**src/logic/scpm_pkg.sv**
```systemverilog
// Shared constants for the smart card power-management configuration registers.
// Assumes byte addresses of configuration space; registers live in aligned dwords.
package scpm_pkg;

  // Register byte offsets
  localparam logic [7:0] OFF_POWER_CTRL_STATUS    = 8'h48;
  localparam logic [7:0] OFF_BRIDGE_EXT_BYTE      = 8'h4a;
  localparam logic [7:0] OFF_POWER_DATA_BYTE      = 8'h4b;
  localparam logic [7:0] OFF_GENERAL_CONTROL      = 8'h4c;
  localparam logic [7:0] OFF_BOARD_IDENTITY_ALIAS = 8'h50;
  localparam logic [7:0] OFF_BOARD_MAKER_CODE     = 8'h2c;
  localparam logic [7:0] OFF_BOARD_PRODUCT_CODE   = 8'h2e;

  // Power control/status fields
  localparam int PCS_FLAG_BIT  = 15;
  localparam int PCS_ALLOW_BIT = 8;
  localparam int PCS_LEVEL_LO  = 0;

  // General control fields
  localparam int GC_INT_SEL_LO = 5;
  localparam int GC_COLD_BIT   = 4;

  // Power levels
  localparam logic [1:0] LEVEL_D0     = 2'h0;
  localparam logic [1:0] LEVEL_D3_HOT = 2'h3;

  // Reset values
  localparam logic [15:0] RST_POWER_CTRL_STATUS    = 16'h0000;
  localparam logic [7:0]  RST_BRIDGE_EXT_BYTE      = 8'h00;
  localparam logic [7:0]  RST_POWER_DATA_BYTE      = 8'h00;
  localparam logic [7:0]  RST_GENERAL_CONTROL      = 8'h00;
  localparam logic [31:0] RST_BOARD_IDENTITY_ALIAS = 32'h00000000;

  // Standby current codes
  localparam logic [2:0] STANDBY_SELF_POWERED = 3'h0;
  localparam logic [2:0] STANDBY_AUX_NEEDED   = 3'h1;

  // Length of the internal function reset after leaving hot D3
  localparam int FUNC_RESET_CYCLES = 4;

endpackage : scpm_pkg

```
**src/logic/scpm_irq_route.sv**
```systemverilog
// Interrupt pin choice and routing of the function interrupt.
// Assumes override pins and the function interrupt are synchronous to mclk_i.
`timescale 1ns/1ps
module scpm_irq_route
(
  // Clock and reset
  input  wire logic       mclk_i,
  input  wire logic       reset_n_i,
  // Choice
  input  wire logic [1:0] int_sel_i,
  input  wire logic [3:0] irq_override_pins_i,
  input  wire logic       func_irq_i,
  // Results
  output logic      [7:0] reported_irq_pin_o,
  output logic      [3:0] irq_line_o
);

  typedef struct packed {
    logic [7:0] pin;
    logic [3:0] line;
  } scpm_route_s;

  scpm_route_s st;
  scpm_route_s next_st;
  logic [1:0]  pick;

  always_comb
  begin
    pick = int_sel_i;
    // Override pins win; the lowest asserted one names the line
    if (irq_override_pins_i != 4'h0)
    begin
      pick = irq_override_pins_i[0] ? 2'h0 :
             irq_override_pins_i[1] ? 2'h1 :
             irq_override_pins_i[2] ? 2'h2 : 2'h3;
    end
    next_st.pin  = {6'h00, pick} + 8'h01;
    next_st.line = func_irq_i ? (4'h1 << pick) : 4'h0;
  end

  always_ff @(posedge mclk_i)
  begin
    if (!reset_n_i)
      st <= '0;
    else
      st <= next_st;
  end

  assign reported_irq_pin_o = st.pin;
  assign irq_line_o         = st.line;

endmodule : scpm_irq_route

```
**src/logic/scpm_func_reset.sv**
```systemverilog
// Internal function reset raised when the power level leaves hot D3 for D0.
// Assumes the level input is the registered power level field.
`timescale 1ns/1ps
module scpm_func_reset
#(
  parameter int RESET_CYCLES = scpm_pkg::FUNC_RESET_CYCLES
)
(
  // Clock and reset
  input  wire logic       mclk_i,
  input  wire logic       reset_n_i,
  // Power level
  input  wire logic [1:0] level_i,
  // Internal reset out
  output logic            func_reset_o
);

  typedef struct packed {
    logic [1:0] prev;
    logic [7:0] cnt;
    logic       active;
  } scpm_fr_s;

  scpm_fr_s st;
  scpm_fr_s next_st;

  always_comb
  begin
    next_st      = st;
    next_st.prev = level_i;
    if (st.prev == scpm_pkg::LEVEL_D3_HOT && level_i == scpm_pkg::LEVEL_D0)
    begin
      next_st.active = 1'b1;
      next_st.cnt    = 8'(RESET_CYCLES - 1);
    end
    else if (st.active)
    begin
      if (st.cnt == 8'h00)
        next_st.active = 1'b0;
      else
        next_st.cnt = st.cnt - 8'h01;
    end
  end

  always_ff @(posedge mclk_i)
  begin
    if (!reset_n_i)
      st <= '0;
    else
      st <= next_st;
  end

  assign func_reset_o = st.active;

endmodule : scpm_func_reset

```
**src/logic/scpm_regs.sv**
```systemverilog
// Power-management configuration registers of the smart card function.
// Assumes configuration cycles arrive as one-cycle requests on mclk_i;
// reset_n_i is the global reset pin, the only reset that clears these fields.
//
// How it works
// - Internal function reset leaves control/status intact
// - Wake flag is bit 15, resets zero
// - Data scale and select fields read zero
// - Bit 8 enables wake signalling, else none
// - Bits 1-0 hold power level D0..D3hot
// - Control/status bits 7-2 read zero
// - Sticky fields cleared only by global reset
// - Extension and data bytes read zero
// - Control bits 6-5 choose interrupt pin
// - Override pins make the choice ignored
// - Control bit 4 mirrors cold wake capability
// - Control bit 7 and 3-0 read zero
// - 32-bit alias at 50h mirrored at 2Ch/2Eh
// - Alias bits 31-16 show at 2Eh
// - Alias bits 15-0 show at 2Ch
// - Standby current 000b or 001b by capability
`timescale 1ns/1ps
module scpm_regs
#(
  parameter int RESET_CYCLES = scpm_pkg::FUNC_RESET_CYCLES
)
(
  // Clock and global reset
  input  wire logic        mclk_i,
  input  wire logic        reset_n_i,
  // Configuration cycles
  input  wire logic        cfg_valid_i,
  input  wire logic        cfg_write_i,
  input  wire logic [7:0]  cfg_addr_i,
  input  wire logic [3:0]  cfg_be_i,
  input  wire logic [31:0] cfg_wdata_i,
  output logic      [31:0] cfg_rdata_o,
  output logic             cfg_ack_o,
  // Function events and pins
  input  wire logic        wake_event_i,
  input  wire logic        func_irq_i,
  input  wire logic [3:0]  irq_override_pins_i,
  // Wake and interrupt outputs
  output logic             pme_o,
  output logic      [3:0]  irq_line_o,
  output logic      [7:0]  reported_irq_pin_o,
  // Capability reflection, power level and internal reset
  output logic             cold_wake_capable_flag_o,
  output logic      [2:0]  standby_current_o,
  output logic      [1:0]  power_level_field_o,
  output logic             func_reset_o
);

  ////////////////////////////////////////////////////////////////////////////

  typedef struct packed {
    logic        wake_event_flag;
    logic        wake_signal_allow;
    logic [1:0]  power_level_field;
    logic [1:0]  int_sel;
    logic        cold_state_wake_cap;
    logic [31:0] board_identity_alias;
    logic [31:0] rdata;
    logic        ack;
    logic        pme;
    logic        cap_flag;
    logic [2:0]  standby;
  } scpm_main_s;

  scpm_main_s st;
  scpm_main_s next_st;

  function automatic logic [5:0] dw(input logic [7:0] a);
    dw = a[7:2];
  endfunction : dw

  logic wr;
  logic hit_pcs;
  logic hit_gc;
  logic hit_alias;
  logic hit_ids;

  assign wr        = cfg_valid_i && cfg_write_i;
  assign hit_pcs   = dw(cfg_addr_i) == dw(scpm_pkg::OFF_POWER_CTRL_STATUS);
  assign hit_gc    = dw(cfg_addr_i) == dw(scpm_pkg::OFF_GENERAL_CONTROL);
  assign hit_alias = dw(cfg_addr_i) == dw(scpm_pkg::OFF_BOARD_IDENTITY_ALIAS);
  assign hit_ids   = dw(cfg_addr_i) == dw(scpm_pkg::OFF_BOARD_MAKER_CODE);

  ////////////////////////////////////////////////////////////////////////////

  always_comb
  begin
    next_st     = st;
    next_st.ack = cfg_valid_i;
    // Power control/status, byte lanes 0 and 1
    if (wr && hit_pcs && cfg_be_i[0])
      next_st.power_level_field = cfg_wdata_i[scpm_pkg::PCS_LEVEL_LO +: 2];
    if (wr && hit_pcs && cfg_be_i[1])
    begin
      next_st.wake_signal_allow = cfg_wdata_i[scpm_pkg::PCS_ALLOW_BIT];
      if (cfg_wdata_i[scpm_pkg::PCS_FLAG_BIT])
        next_st.wake_event_flag = 1'b0;
    end
    // A wake event in the clearing cycle is kept
    if (wake_event_i)
      next_st.wake_event_flag = 1'b1;
    if (wr && hit_gc && cfg_be_i[0])
    begin
      next_st.int_sel             = cfg_wdata_i[scpm_pkg::GC_INT_SEL_LO +: 2];
      next_st.cold_state_wake_cap = cfg_wdata_i[scpm_pkg::GC_COLD_BIT];
    end
    for (int b = 0; b < 4; b++)
    begin
      if (wr && hit_alias && cfg_be_i[b])
        next_st.board_identity_alias[8*b +: 8] = cfg_wdata_i[8*b +: 8];
    end
    // Read data; unmapped dwords read zero
    next_st.rdata = 32'h00000000;
    if (cfg_valid_i && !cfg_write_i)
    begin
      if (hit_pcs)
        next_st.rdata = {scpm_pkg::RST_POWER_DATA_BYTE,
                         scpm_pkg::RST_BRIDGE_EXT_BYTE,
                         st.wake_event_flag, 6'h00,
                         st.wake_signal_allow, 6'h00,
                         st.power_level_field};
      else if (hit_gc)
        next_st.rdata = {24'h000000, 1'b0, st.int_sel,
                         st.cold_state_wake_cap, 4'h0};
      else if (hit_alias)
        next_st.rdata = st.board_identity_alias;
      else if (hit_ids)
        next_st.rdata = st.board_identity_alias;
    end
    // Registered so the wake pin never glitches on a config write
    next_st.pme      = st.wake_event_flag && st.wake_signal_allow;
    next_st.cap_flag = st.cold_state_wake_cap;
    next_st.standby  = st.cold_state_wake_cap ? scpm_pkg::STANDBY_AUX_NEEDED
                                              : scpm_pkg::STANDBY_SELF_POWERED;
  end

  // Only the global reset touches this state; the function reset does not
  always_ff @(posedge mclk_i)
  begin
    if (!reset_n_i)
    begin
      st                      <= '0;
      st.power_level_field    <= scpm_pkg::RST_POWER_CTRL_STATUS[1:0];
      st.board_identity_alias <= scpm_pkg::RST_BOARD_IDENTITY_ALIAS;
    end
    else
      st <= next_st;
  end

  ////////////////////////////////////////////////////////////////////////////

  scpm_irq_route u_route
  (
    .mclk_i              (mclk_i),
    .reset_n_i           (reset_n_i),
    .int_sel_i           (st.int_sel),
    .irq_override_pins_i (irq_override_pins_i),
    .func_irq_i          (func_irq_i),
    .reported_irq_pin_o  (reported_irq_pin_o),
    .irq_line_o          (irq_line_o)
  );

  scpm_func_reset #(.RESET_CYCLES(RESET_CYCLES)) u_freset
  (
    .mclk_i       (mclk_i),
    .reset_n_i    (reset_n_i),
    .level_i      (st.power_level_field),
    .func_reset_o (func_reset_o)
  );

  assign cfg_rdata_o              = st.rdata;
  assign cfg_ack_o                = st.ack;
  assign pme_o                    = st.pme;
  assign cold_wake_capable_flag_o = st.cap_flag;
  assign standby_current_o        = st.standby;
  assign power_level_field_o      = st.power_level_field;
endmodule : scpm_regs

```
**config.mk**
```make
export PLATFORM = sky130hd
export DESIGN_NAME = scpm_regs
export DESIGN_NICKNAME = d
export VERILOG_FILES = /design/src/logic/scpm_pkg.sv /design/src/logic/scpm_irq_route.sv /design/src/logic/scpm_func_reset.sv /design/src/logic/scpm_regs.sv
export SDC_FILE = /design/constraint.sdc
export NUM_CORES = 1
export LEC_CHECK = 0
export ABC_AREA = 1
export BUFFER_PORTS_ARGS = -buffer_cell sky130_fd_sc_hd__buf_2
export CAP_MARGIN = 20
export CORE_MARGIN = 10
export CORE_UTILIZATION = 53
export DETAILED_ROUTE_END_ITERATION = 6
export PLACE_DENSITY = 0.8
export SYNTH_ARGS = -nofsm -noshare
export SYNTH_HDL_FRONTEND = slang
export SYNTH_HIERARCHICAL = 1
export SYNTH_SLANG_ARGS = --single-unit
export TNS_END_PERCENT = 20
```
**constraint.sdc**
```tcl
create_clock -name mclk_i -period 1.7 [get_ports mclk_i]
set_input_delay 0.255 -clock mclk_i [delete_from_list [all_inputs] [get_ports mclk_i]]
set_output_delay 0.255 -clock mclk_i [all_outputs]
set_load 0.03 [all_outputs]
```
* After elaboration in Yosys (flattened, before gate mapping)
Cells that the tools add are included.
** Storage, ports and cells
- Flip-flop bits (word level) :: 100
- Bits of input ports :: 54
** Operators by class
- Add/sub/neg operators :: 2
- Equality and inequality tests :: 6
- Shift operators :: 1
- Muxes and demuxes :: 16
- Bitwise gates (word level) :: 3
- Reduce and logical (&&, ||, !) cells :: 29
** Operators with widths (number)
- $mux W32 :: 2
- $mux W16 :: 2
- $eq A6 B5 Y1 const B :: 3
- $logic_and A1 B1 Y1 :: 14
- $mux W2 :: 5
- $reduce_and A2 Y1 :: 5
- $logic_not A8 Y1 :: 1
- $sub A8 B1 Y8 const B :: 1
- $eq A6 B4 Y1 const B :: 1
- $mux W3 :: 2
- $reduce_bool A2 Y1 :: 3
- $mux W1 :: 5
- $reduce_bool A4 Y1 :: 1
- $reduce_or A4 Y1 :: 1
- $shl A1 B2 Y4 const A :: 1
- $add A2 B1 Y3 const B :: 1
- $not A1 Y1 :: 3
- $reduce_or A3 Y1 :: 1
- $eq A2 B2 Y1 const B :: 1
- $logic_not A2 Y1 :: 1
- $ne A2 B1 Y1 const B :: 1
- $reduce_or A2 Y1 :: 1
- $logic_not A1 Y1 :: 1

* Logic depth before layout (Yosys ltp)
Gate-level depths: netlist of the first run.
- Word-level depth :: 5
- Gate-level depth with buffers :: 9
- Mapped depth without buffers :: 8

* By module
Netlist of the first run, hierarchy kept.
** Modules (own cells, without submodules)
- scpm_regs :: instances 1, cells an instance 435, area each 3235.6 um^2, seq. area each 1481.4 um^2
- scpm_func_reset :: instances 1, cells an instance 90, area each 623.1 um^2, seq. area each 220.2 um^2
- scpm_irq_route :: instances 1, cells an instance 39, area each 297.8 um^2, seq. area each 140.1 um^2

* Worst setup path after synthesis of the first run
OpenSTA, ideal clock, no wires.
- Kind :: register to register
- Start point :: register u_freset.st, in the netlist u_freset/func_reset_o
- End point :: register u_freset/st[3] (netlist name)
- Library setup time :: 124 ps
- Arrival time :: 1063 ps
- Required time :: 1576 ps
- Path slack :: 513 ps
- Stages on the path, launching flop included :: 6
- Buffers on the path :: 0
- Period minus slack after synthesis :: 1187 ps
- Path through :: dfxtp_1 > clkinv_2 > nor2_8 > clkinv_8 > nand2_1 > a21oi_1
** Between the ends
- Cells in the longest elaborated chain, start to end :: 1
** Ends and longest elaborated chain
- from (decl) :: line scpm_func_reset.sv:24 : scpm_fr_s st;
- from (signal assigned) :: line scpm_func_reset.sv:50 : st <= next_st;
- $reduce_and A2 Y1 (no source line)
Every way passes these cells.
A chain may end at the register's enable or synchronous reset.

* Final worst setup path of the first run
- Start point :: register u_freset/st[1] (netlist name)
- End point :: register u_freset/st[8] (netlist name)
** Between the ends
- Cells in the longest elaborated chain, start to end :: 3
- Elaborated cells between the ends (all ways) :: 4
** Ends and longest elaborated chain
- branches (longest 3 deep; another with $sub A8 B1 Y8)
Parallel ways; which one is timed is not known.

==> metrics, run 1 <==
Pwr Total=about 3.8 mW; CTS Hold Bufs=0; TritonCTS clock tree=done; setup TNS=0 ps; Crit Path Category=reg -> reg; layout cells sized above 1=0.244; most numerous cell on the critical path=nand2_2; average size of a mapped cell=approximately 7.4 sq um; residual DRC count=0; hold path cells=3; fin crit period=between 1000 and 1500 ps; Tcrit/Tclk final=0.764; H-tree level count=3; Remaining Overflow, GRT=0; Buf+Inv Stages, Crit Path=2; Psw=0.966 mW; Post-CTS Setup Bufs=0; DIE HEIGHT=109 um; sw frac=0.254; clock latency on the worst-skew pair=360 ps; CTS root buf=clkbuf_8; cell total after placement=around 720; Reg clk slew, reported paths=approximately 100 ps; Synth top area share=0.443; Via density=between 4 and 5; initial antenna violation count=0; CTS Buffer Depth=2; total track usage=0.155; Worst Clk Skew=8.85 ps; total iterations of the first detailed-routing run=4; fin util=0.598; Inserted Clock Buffers=9; post-layout net count=around 690; DR WL/cell=around 12 um; leakage=around 2.4 nW; CP Launch Type=flip-flop; sequential fraction of the synthesis area=0.443; PortBufs=97; Mapped Cells=around 560; Yosys cell types=33; Comb power frac=0.068; power per cell area=~830 mW/mm^2; Filler Cells Inserted=707; Yosys Warn Count=6; Syn-to-layout area delta=10.7%; RSZ-0062 raised after global routing=no; sequential power share=0.570; fin cells=around 740; Cell Area, Synth=0.00416 sq mm; die area=around 0.012 sq mm; CTS resizes=0; ANT cells=0; CP endpoint kind=flip-flop; pin count of the biggest net entering global routing=26; hpwl dp=6.85 mm; Rows=32; worst-path maximum fanout=9; Boundary Pins=between 100 and 150; slowest stage cell on the critical path=dfxtp_1; Initial Util=0.541; first-pass GRT wire length=between 10 and 15 mm; clock network fraction of design power=0.362; final wirelength=8.94 mm; Worst EP arrival=approximately 1500 ps; clock sinks=slightly above 90; max frequency=slightly below 800 MHz; Slew Limit Fails=0; Synth area leader=dfxtp_1; Final Hold Vio Count=0; Hold WS=116 ps; Core Region=0.00769 sq mm; Area contributors post-synth=dfxtp_1 44%, nand2_1 12%, nor2_1 9.9%; Worst VDD drop=0.499 mV; Die W=between 100 and 150 um; via count=about 3400; remaining antenna violation count=0; endpoints failing setup=0; critical path depth=8; Placer Congestion=0.759; Iter 0 DRT Violations=170; critical-path cell list=inv_1 > ha_1 > nand2_2 > nor2_4 > nor2_8 > clkinv_8 > nand2_2 > a21oi_2; status=finished clean; # Max-Cap Violations=0; Pint=between 2 and 3 mW; Worst Hold Class=in -> reg; number of global-route vias before repair=~3200; CP peak stage delay=between 300 and 400 ps; CP top delay family=simple AND/OR/NAND/NOR gates; synthesized flop and latch total=between 90 and 100; WP data required=1940 ps; r2r worst-path depth=8
[power groups by stage]
stage                     registers [mW]  clock network [mW]  logic, mW
final                               2.17                1.38      0.259
after global routing                2.17                1.50      0.288
after CTS                           2.17                1.41      0.259
after detailed placement            2.22                   0      0.258
after global placement              2.22                   0      0.252
after floorplan                     2.24                   0      0.150
[synthesized netlist by cell type]
| cell | number |
|---|---|
| clkbuf_1 | 1 |
| nand2_1 | 132 |
| nor3_1 | 18 |
| inv_1 | 67 |
| xnor2_1 | 1 |
| clkinv_8 | 1 |
| buf_4 | 44 |
| clkbuf_4 | 1 |
| buf_2 | 3 |
| nand4_1 | 2 |
| nand3b_1 | 1 |
| nor2_4 | 3 |
| o21ai_0 | 4 |
| buf_6 | 7 |
| a31oi_1 | 1 |
| nor3_2 | 5 |
| nor2_1 | 110 |
| nand2_2 | 7 |
| a21oi_1 | 8 |
| a21oi_2 | 3 |
| o21bai_1 | 1 |
| nor3_4 | 1 |
| o21ai_1 | 2 |
| nand3_1 | 31 |
| clkinv_2 | 1 |
| clkbuf_8 | 1 |
| ha_1 | 2 |
| nand4_4 | 3 |
| conb_1 | 2 |
| inv_2 | 4 |
| nor2_2 | 4 |
| nor2_8 | 1 |
| dfxtp_1 | 92 |
[path summary, 6_finish.rpt]
| kind | to | startpoint | slack (ps) |
|---|---|---|---|
| setup reg to reg | u_freset/st[8] | u_freset/st[1] | 400 |
| hold / removal | st[68] | cfg_wdata_i[30] | 120 |
| setup / recovery | u_freset/st[8] | u_freset/st[1] | 400 |
| hold reg to reg | cfg_rdata_o[16] | st[54] | 440 |
[cell families after synthesis]
group | count (synthesis) | synth area share
AND/OR/NAND/NOR | 318 | 0.343
buffers and inverters | 130 | 0.177
flip-flops | 92 | 0.443
AO/OA/AOI/OAI | 19 | 0.0265
adder cells (fa/ha/maj) | 2 | 0.00602
other | 2 | 0.00181
XOR/XNOR | 1 | 0.00211
[flip-flops by register name (all words and copies together) (netlist names)]
name and count:
cold_wake_capable_flag_o 1, u_freset/st 10, u_route/reported_irq_pin_o 3, power_level_field_o 2, cfg_rdata_o 32, u_freset/func_reset_o 1
st 36, u_route/irq_line_o 4, cfg_ack_o 1, next_st 1, pme_o 1
[layer usage]
metal | vias up | part of all wire | track usage | wire, um
met5 | - | 0 | 0 | 0
met4 | 0 | 0.018 | 0.0584 | 161
met3 | 12 | 0.051 | 0.0428 | 452
met2 | 74 | 0.51 | 0.273 | 4570
met1 | 1513 | 0.42 | 0.174 | 3760
li1 | 1787 | - | - | -
[through the flow]
stage | setup WS (ps) | area, sq um
floorplan | 513 | 4180
global placement | 259 | 4410
detailed placement | 188 | 4410
CTS | 395 | 4600
global route | 311 | 4600
finish | 402 | 4600
[cell usage in the layout (no fill, tap or decap), types with 8 or more instances in the layout]
master    Yosys  layout
a21oi_1       8       8
buf_2         3      97
buf_4        44      10
clkbuf_8      1      10
dfxtp_1      92      92
inv_1        67      67
nand2_1     132     132
nand3_1      31      31
nor2_1      110     110
nor3_1       18      18
[area by class of cell]
cell class | count | area (sq um) | area share
Inverter | 73 | 288 | 0.0626
Sequential cell | 92 | 1840 | 0.400
Timing Repair Buffer | 107 | 561 | 0.122
Clock inverter | 5 | 43.8 | 0.00952
Clock buffer | 11 | 141 | 0.0307
Tap cell | 102 | 128 | 0.0277
Multi-Input combinational cell | 347 | 1600 | 0.347
[worst min-delay path, stage by stage]
cell	delay [ps]
buf_2	80
nor2_1	30
nor2_1	80
(Power assumes the default switching activity.)
==> run 2: changes to the inputs <==
==> constraint.sdc (replaced) <==
create_clock -name mclk_i -period 1.27 [get_ports mclk_i]
set_input_delay 0.1905 -clock mclk_i [delete_from_list [all_inputs] [get_ports mclk_i]]
set_output_delay 0.1905 -clock mclk_i [all_outputs]
set_load 0.03 [all_outputs]
==> run 2 against run 1 <==
Count of clock-buffer cells in the layout is 1 lower. Via count is 0.92% higher. Wire length is 1.1% lower. Highest routed layer unchanged. Fmax increased by 6.7%. Global-route usage decreased by 0.13 points. Register-to-register slack worse by 350 ps. Critical path depth unchanged. Non-clock buffer count grew 10.
==> metrics, run 2 (synthesized netlist as in run 1, its figures left out) <==
status=finished clean; cell total after placement=730 (+1.2%); Die W=109 um (unchanged); CTS Hold Bufs=0 (unchanged); H-tree level count=3 (unchanged); Inserted Clock Buffers=9 (unchanged); Worst EP arrival=1450 ps (-80 ps); CP endpoint kind=flip-flop; first-pass GRT wire length=14.8 mm (-0.32%); Crit Path Category=reg -> reg; top sig layer=met4; DIE HEIGHT=109 um (unchanged); Biggest register=st; WP data required=1500 ps (-440 ps); Rows=32 (unchanged); Via density=4.57 (-0.44%); initial antenna violation count=0 (unchanged); hpwl dp=6.65 mm (-3.0%); number of global-route vias before repair=3292 (+1.5%); # Max-Cap Violations=0 (unchanged); leakage=2.52 nW (+3.2%); CTS root buf=clkbuf_8; setup TNS=0 ps (unchanged); r2r endpoint=u_freset/st[3]; residual DRC count=0 (unchanged); Slew Limit Fails=0 (unchanged); fin crit period=1220 ps (-81.6 ps); Worst VDD drop=0.491 mV (-1.6%); power per cell area=1100 mW/mm^2 (+33%); Worst Hold Class=in -> reg; Worst Clk Skew=7.46 ps (-1.40 ps); Tcrit/Tclk final=0.958 (+0.194); met2 WL=4.48 mm (-2.1%); TritonCTS clock tree=done; DR WL/cell=11.8 um (-2.4%); met3 WL=534 um (+18%); Worst Setup SP=u_freset/st[1]; flop-to-flop setup slack=50 ps (-350 ps); layout cells sized above 1=0.273 (+0.0288); Boundary Pins=107 (unchanged); r2r worst-path depth=8 (unchanged); Core Region=0.00769 sq mm (unchanged); metal1 wirelength=3.67 mm (-2.3%); CTS Buffer Depth=2 (unchanged); worst-path maximum fanout=8 (-1); final wirelength=8.84 mm (-1.1%); PortBufs=97 (unchanged); Syn-to-layout area delta=14.4%; slowest stage cell on the critical path=dfxtp_2; max frequency=822 MHz (+6.7%); via count=3417 (+0.92%); RSZ-0062 raised after global routing=yes; most frequent cells in the layout=129 x nand2_1, 109 x nor2_1, 97 x buf_2, 90 x dfxtp_1, 65 x inv_1; CP peak stage delay=350 ps (about the same); fin cells=747 (+1.4%); die area=0.0118 sq mm (unchanged); endpoints failing setup=0 (unchanged); Placer Congestion=0.785 (+3.5%); CP Launch Type=flip-flop; post-layout net count=697 (+1.6%); Iter 0 DRT Violations=159 (-6.5%); most common cell after layout, fill and taps aside=nand2_1; reg2reg start=u_freset/st[1]; clock latency on the worst-skew pair=350 ps (about the same); max reg flops=36 (unchanged); pin count of the biggest net entering global routing=47 (+81%); clock sinks=92 (unchanged); remaining antenna violation count=0 (unchanged); Reg clk slew, reported paths=90 ps (about the same); Final Hold Vio Count=0 (unchanged); total iterations of the first detailed-routing run=4 (unchanged); total track usage=0.154 (-0.00130); critical-path cell list=inv_2 > ha_4 > nand2_2 > nor2_4 > nor2_8 > clkinv_8 > nand2_1 > a21oi_1; ANT cells=0 (unchanged); Initial Util=0.541 (unchanged); Remaining Overflow, GRT=0 (unchanged); Critical Path End=u_freset/st[3]; Filler Cells Inserted=729 (+3.1%)
[run 2: repair_timing]
action / in CTS / in global routing
resized for setup: 3 / 9
gates cloned: 1 / 0
pin swaps: 1 / 3
buffers inserted: 1 / 0
endpoints found under the setup margin: 6 / 9
[run 2: routing by layer]
layer | vias to the layer above | track usage
met5 | - | 0
met4 | 0 | 0.0706
met3 | 13 | 0.0422
met2 | 96 | 0.273
met1 | 1498 | 0.166
li1 | 1810 | -
[run 2: cell type report]
type / count / area (sq um) / share of cell area
Inverter: 73 / 288 / 0.0605
Tap cell: 102 / 128 / 0.0268
Multi-Input combinational cell: 347 / 1630 / 0.342
Clock buffer: 10 / 138 / 0.0289
Timing Repair inverter: 1 / 8.76 / 0.00184
Sequential cell: 92 / 1840 / 0.388
Timing Repair Buffer: 117 / 661 / 0.139
Clock inverter: 5 / 60.1 / 0.0126
[run 2: critical path: cells and delay by family (launching register included)]
kind / cells / cell delay [ps]
AND/OR/NAND/NOR: 4 / 380
flip-flops: 1 / 350
adder cells (fa/ha/maj): 1 / 150
buffers and inverters: 2 / 150
AO/OA/AOI/OAI: 1 / 60
[run 2: worst min path at each step]
stage                          from              end  slack [ps]  cells past startpoint
floorplan                 reset_n_i  u_freset/st[10]         290                      2
global placement    cfg_wdata_i[25]           st[63]         410                      3
detailed placement  cfg_wdata_i[13]           st[51]         420                      3
CTS                 cfg_wdata_i[12]           st[50]          40                      3
global route        cfg_wdata_i[25]           st[63]          50                      3
finish              cfg_wdata_i[13]           st[51]          50                      3
[run 2: where the power goes]
group,switching (mW),internal (mW)
Sequential,0.00553,2.90
Combinational,0.232,0.127
Clock,1.01,0.964
[run 2: stage by stage]
stage	util	area (sq um)	power, mW	setup slack [ps]	hold WS (ps)
finish	0.618	4750	5.23	53.4	52.3
detailed placement	0.586	4510	3.33	-12.2	421
global route	0.618	4750	5.44	-20.1	50.1
floorplan	-	4180	3.19	82.8	288
CTS	0.615	4730	5.29	14.7	40.8
global placement	0.586	4510	3.32	19.6	411
==> run 3: changes to the inputs <==
--- a/config.mk
+++ b/config.mk
@@ -12,6 +12,7 @@
 export CORE_UTILIZATION = 53
 export DETAILED_ROUTE_END_ITERATION = 6
 export PLACE_DENSITY = 0.8
+export REMOVE_ABC_BUFFERS = 1
 export SYNTH_ARGS = -nofsm -noshare
 export SYNTH_HDL_FRONTEND = slang
 export SYNTH_HIERARCHICAL = 1
==> run 3 against run 2 <==
Die area is the same. Utilization shrank 0.098 points. Clock skew grew 2.4 ps. Register-to-register slack lost 20 ps. Critical endpoint is now u_freset/st[6].
==> metrics, run 3 (synthesized netlist as in run 1, its figures left out) <==
status=finished clean; TritonCTS clock tree=done; Slew Limit Fails=0 (unchanged); Inserted Clock Buffers=9 (unchanged); final wirelength=9.17 mm (+3.8%); initial antenna violation count=0 (unchanged); hpwl dp=6.97 mm (+4.9%); max frequency=806 MHz (-2.0%); PortBufs=97 (unchanged); CTS Hold Bufs=0 (unchanged); via count=3448 (+0.91%); CP top delay family=simple AND/OR/NAND/NOR gates; remaining antenna violation count=0 (unchanged); first-pass GRT wire length=14.9 mm (+0.75%); CTS root buf=clkbuf_8; Placer Congestion=0.814 (+3.7%); CP peak stage delay=360 ps (about the same); Worst EP arrival=1480 ps (+30 ps); Iter 0 DRT Violations=91 (-43%); fin crit period=1240 ps (+24.2 ps); fin util=0.618 (-0.000977); slowest stage cell on the critical path=dfxtp_2; H-tree level count=3 (unchanged); DR WL/cell=12.3 um (+4.0%); die area=0.0118 sq mm (unchanged); hold path cells=3 (unchanged); total track usage=0.156 (+0.00194); Final Hold Vio Count=0 (unchanged); clock sinks=92 (unchanged); r2r worst-path depth=8 (unchanged); RSZ-0062 raised after global routing=yes; Worst VDD drop=0.688 mV (+40%); Tcrit/Tclk final=0.977 (+0.0191); clock latency on the worst-skew pair=370 ps (+20 ps); CP Launch Type=flip-flop; post-layout net count=694 (-0.43%); max reg flops=36 (unchanged); worst-path maximum fanout=8 (unchanged); CTS Buffer Depth=2 (unchanged); setup TNS=0 ps (unchanged); most numerous cell on the critical path=nand2_4; most frequent cells in the layout=131 x nand2_1, 109 x nor2_1, 97 x buf_2, 85 x dfxtp_1, 65 x inv_1; total iterations of the first detailed-routing run=5 (+1); endpoints failing setup=0 (unchanged); Via density=4.63 (+1.2%); Buf+Inv Stages, Crit Path=2 (unchanged); CP endpoint kind=flip-flop; number of global-route vias before repair=3366 (+2.2%); critical path depth=8 (unchanged); Die W=109 um (unchanged); Filler Cells Inserted=716 (-1.8%); ANT cells=0 (unchanged); residual DRC count=0 (unchanged); most common cell after layout, fill and taps aside=nand2_1; Reg clk slew, reported paths=110 ps (+20 ps); # Max-Cap Violations=0 (unchanged); power per cell area=1080 mW/mm^2 (-1.5%); Biggest register=st; critical-path cell list=inv_2 > ha_4 > nand2_4 > nor2_4 > nor2_8 > clkinv_4 > nand2_4 > a21oi_2; Syn-to-layout area delta=14.2%; Core Region=0.00769 sq mm (unchanged); Worst Hold Class=in -> reg; Worst Clk Skew=9.90 ps (+2.44 ps); leakage=2.50 nW (-0.58%); Initial Util=0.541 (unchanged); Remaining Overflow, GRT=0 (unchanged); Rows=32 (unchanged); WP data required=1510 ps (about the same); pin count of the biggest net entering global routing=32 (-32%); DIE HEIGHT=109 um (unchanged); layout cells sized above 1=0.274 (+0.000849); Boundary Pins=107 (unchanged); Crit Path Category=reg -> reg
run 3: worst register-to-register path, cell delays in order (launching register included):
cell,delay (ps)
dfxtp_2,360
inv_2,60
ha_4,160
nand2_4,60
nor2_4,50
nor2_8,200
clkinv_4,130
nand2_4,80
a21oi_2,40
run 3: final timing paths:
kind / start / to / slack, ps
worst max-delay path: u_freset/st[2] / u_freset/st[6] / 30
worst min-delay path: cfg_wdata_i[16] / st[54] / 40
worst max register to register: u_freset/st[2] / u_freset/st[6] / 30
worst min register to register: st[65] / cfg_rdata_o[27] / 440
run 3: cell type report:
type                       instances  area (sq um)  share of cell area
sequential                        92          1850               0.390
multi-input combinational        347          1630               0.344
timing repair buffer             114           651               0.137
inverter                          73           288              0.0606
tap                              102           128              0.0269
clock buffer                       9           124              0.0261
clock inverter                     7          63.8              0.0134
timing repair inverter             1          8.76             0.00185
run 3: repair_timing:
item                                    in CTS  in global routing
endpoints found under the hold margin        0                  0
pin swaps                                    2                  6
buffers inserted                             1                  0
cloned                                       1                  0
endpoints found under the setup margin       7                  9
resized for setup                            3                 14
run 3: layer usage:
| layer | vias to the layer above | GRT usage | routed length (um) |
|---|---|---|---|
| met2 | 89 | 0.267 | 4530 |
| met4 | 0 | 0.0424 | 72 |
| li1 | 1801 | - | - |
| met1 | 1550 | 0.160 | 3570 |
| met3 | 8 | 0.0880 | 995 |
| met5 | - | 0 | 0 |
run 3: where the power goes:
part | internal (mW) | switching, mW
Clock | 0.759 | 1.13
Combinational | 0.125 | 0.230
Sequential | 2.90 | 0.00472
run 3: stage by stage:
stage	cells	instance area, sq um	setup slack (ps)	power (mW)	hold WS, ps
6_report	745	4750	29.2	5.14	38.5
3_5_place_dp	727	4500	-84.6	3.33	420
5_1_grt	745	4750	-36.2	5.34	37.1
3_3_place_gp	727	4500	-39.3	3.32	411
4_1_cts	745	4710	1.31	5.21	23.9
2_1_floorplan	512	3730	-310	3.14	288
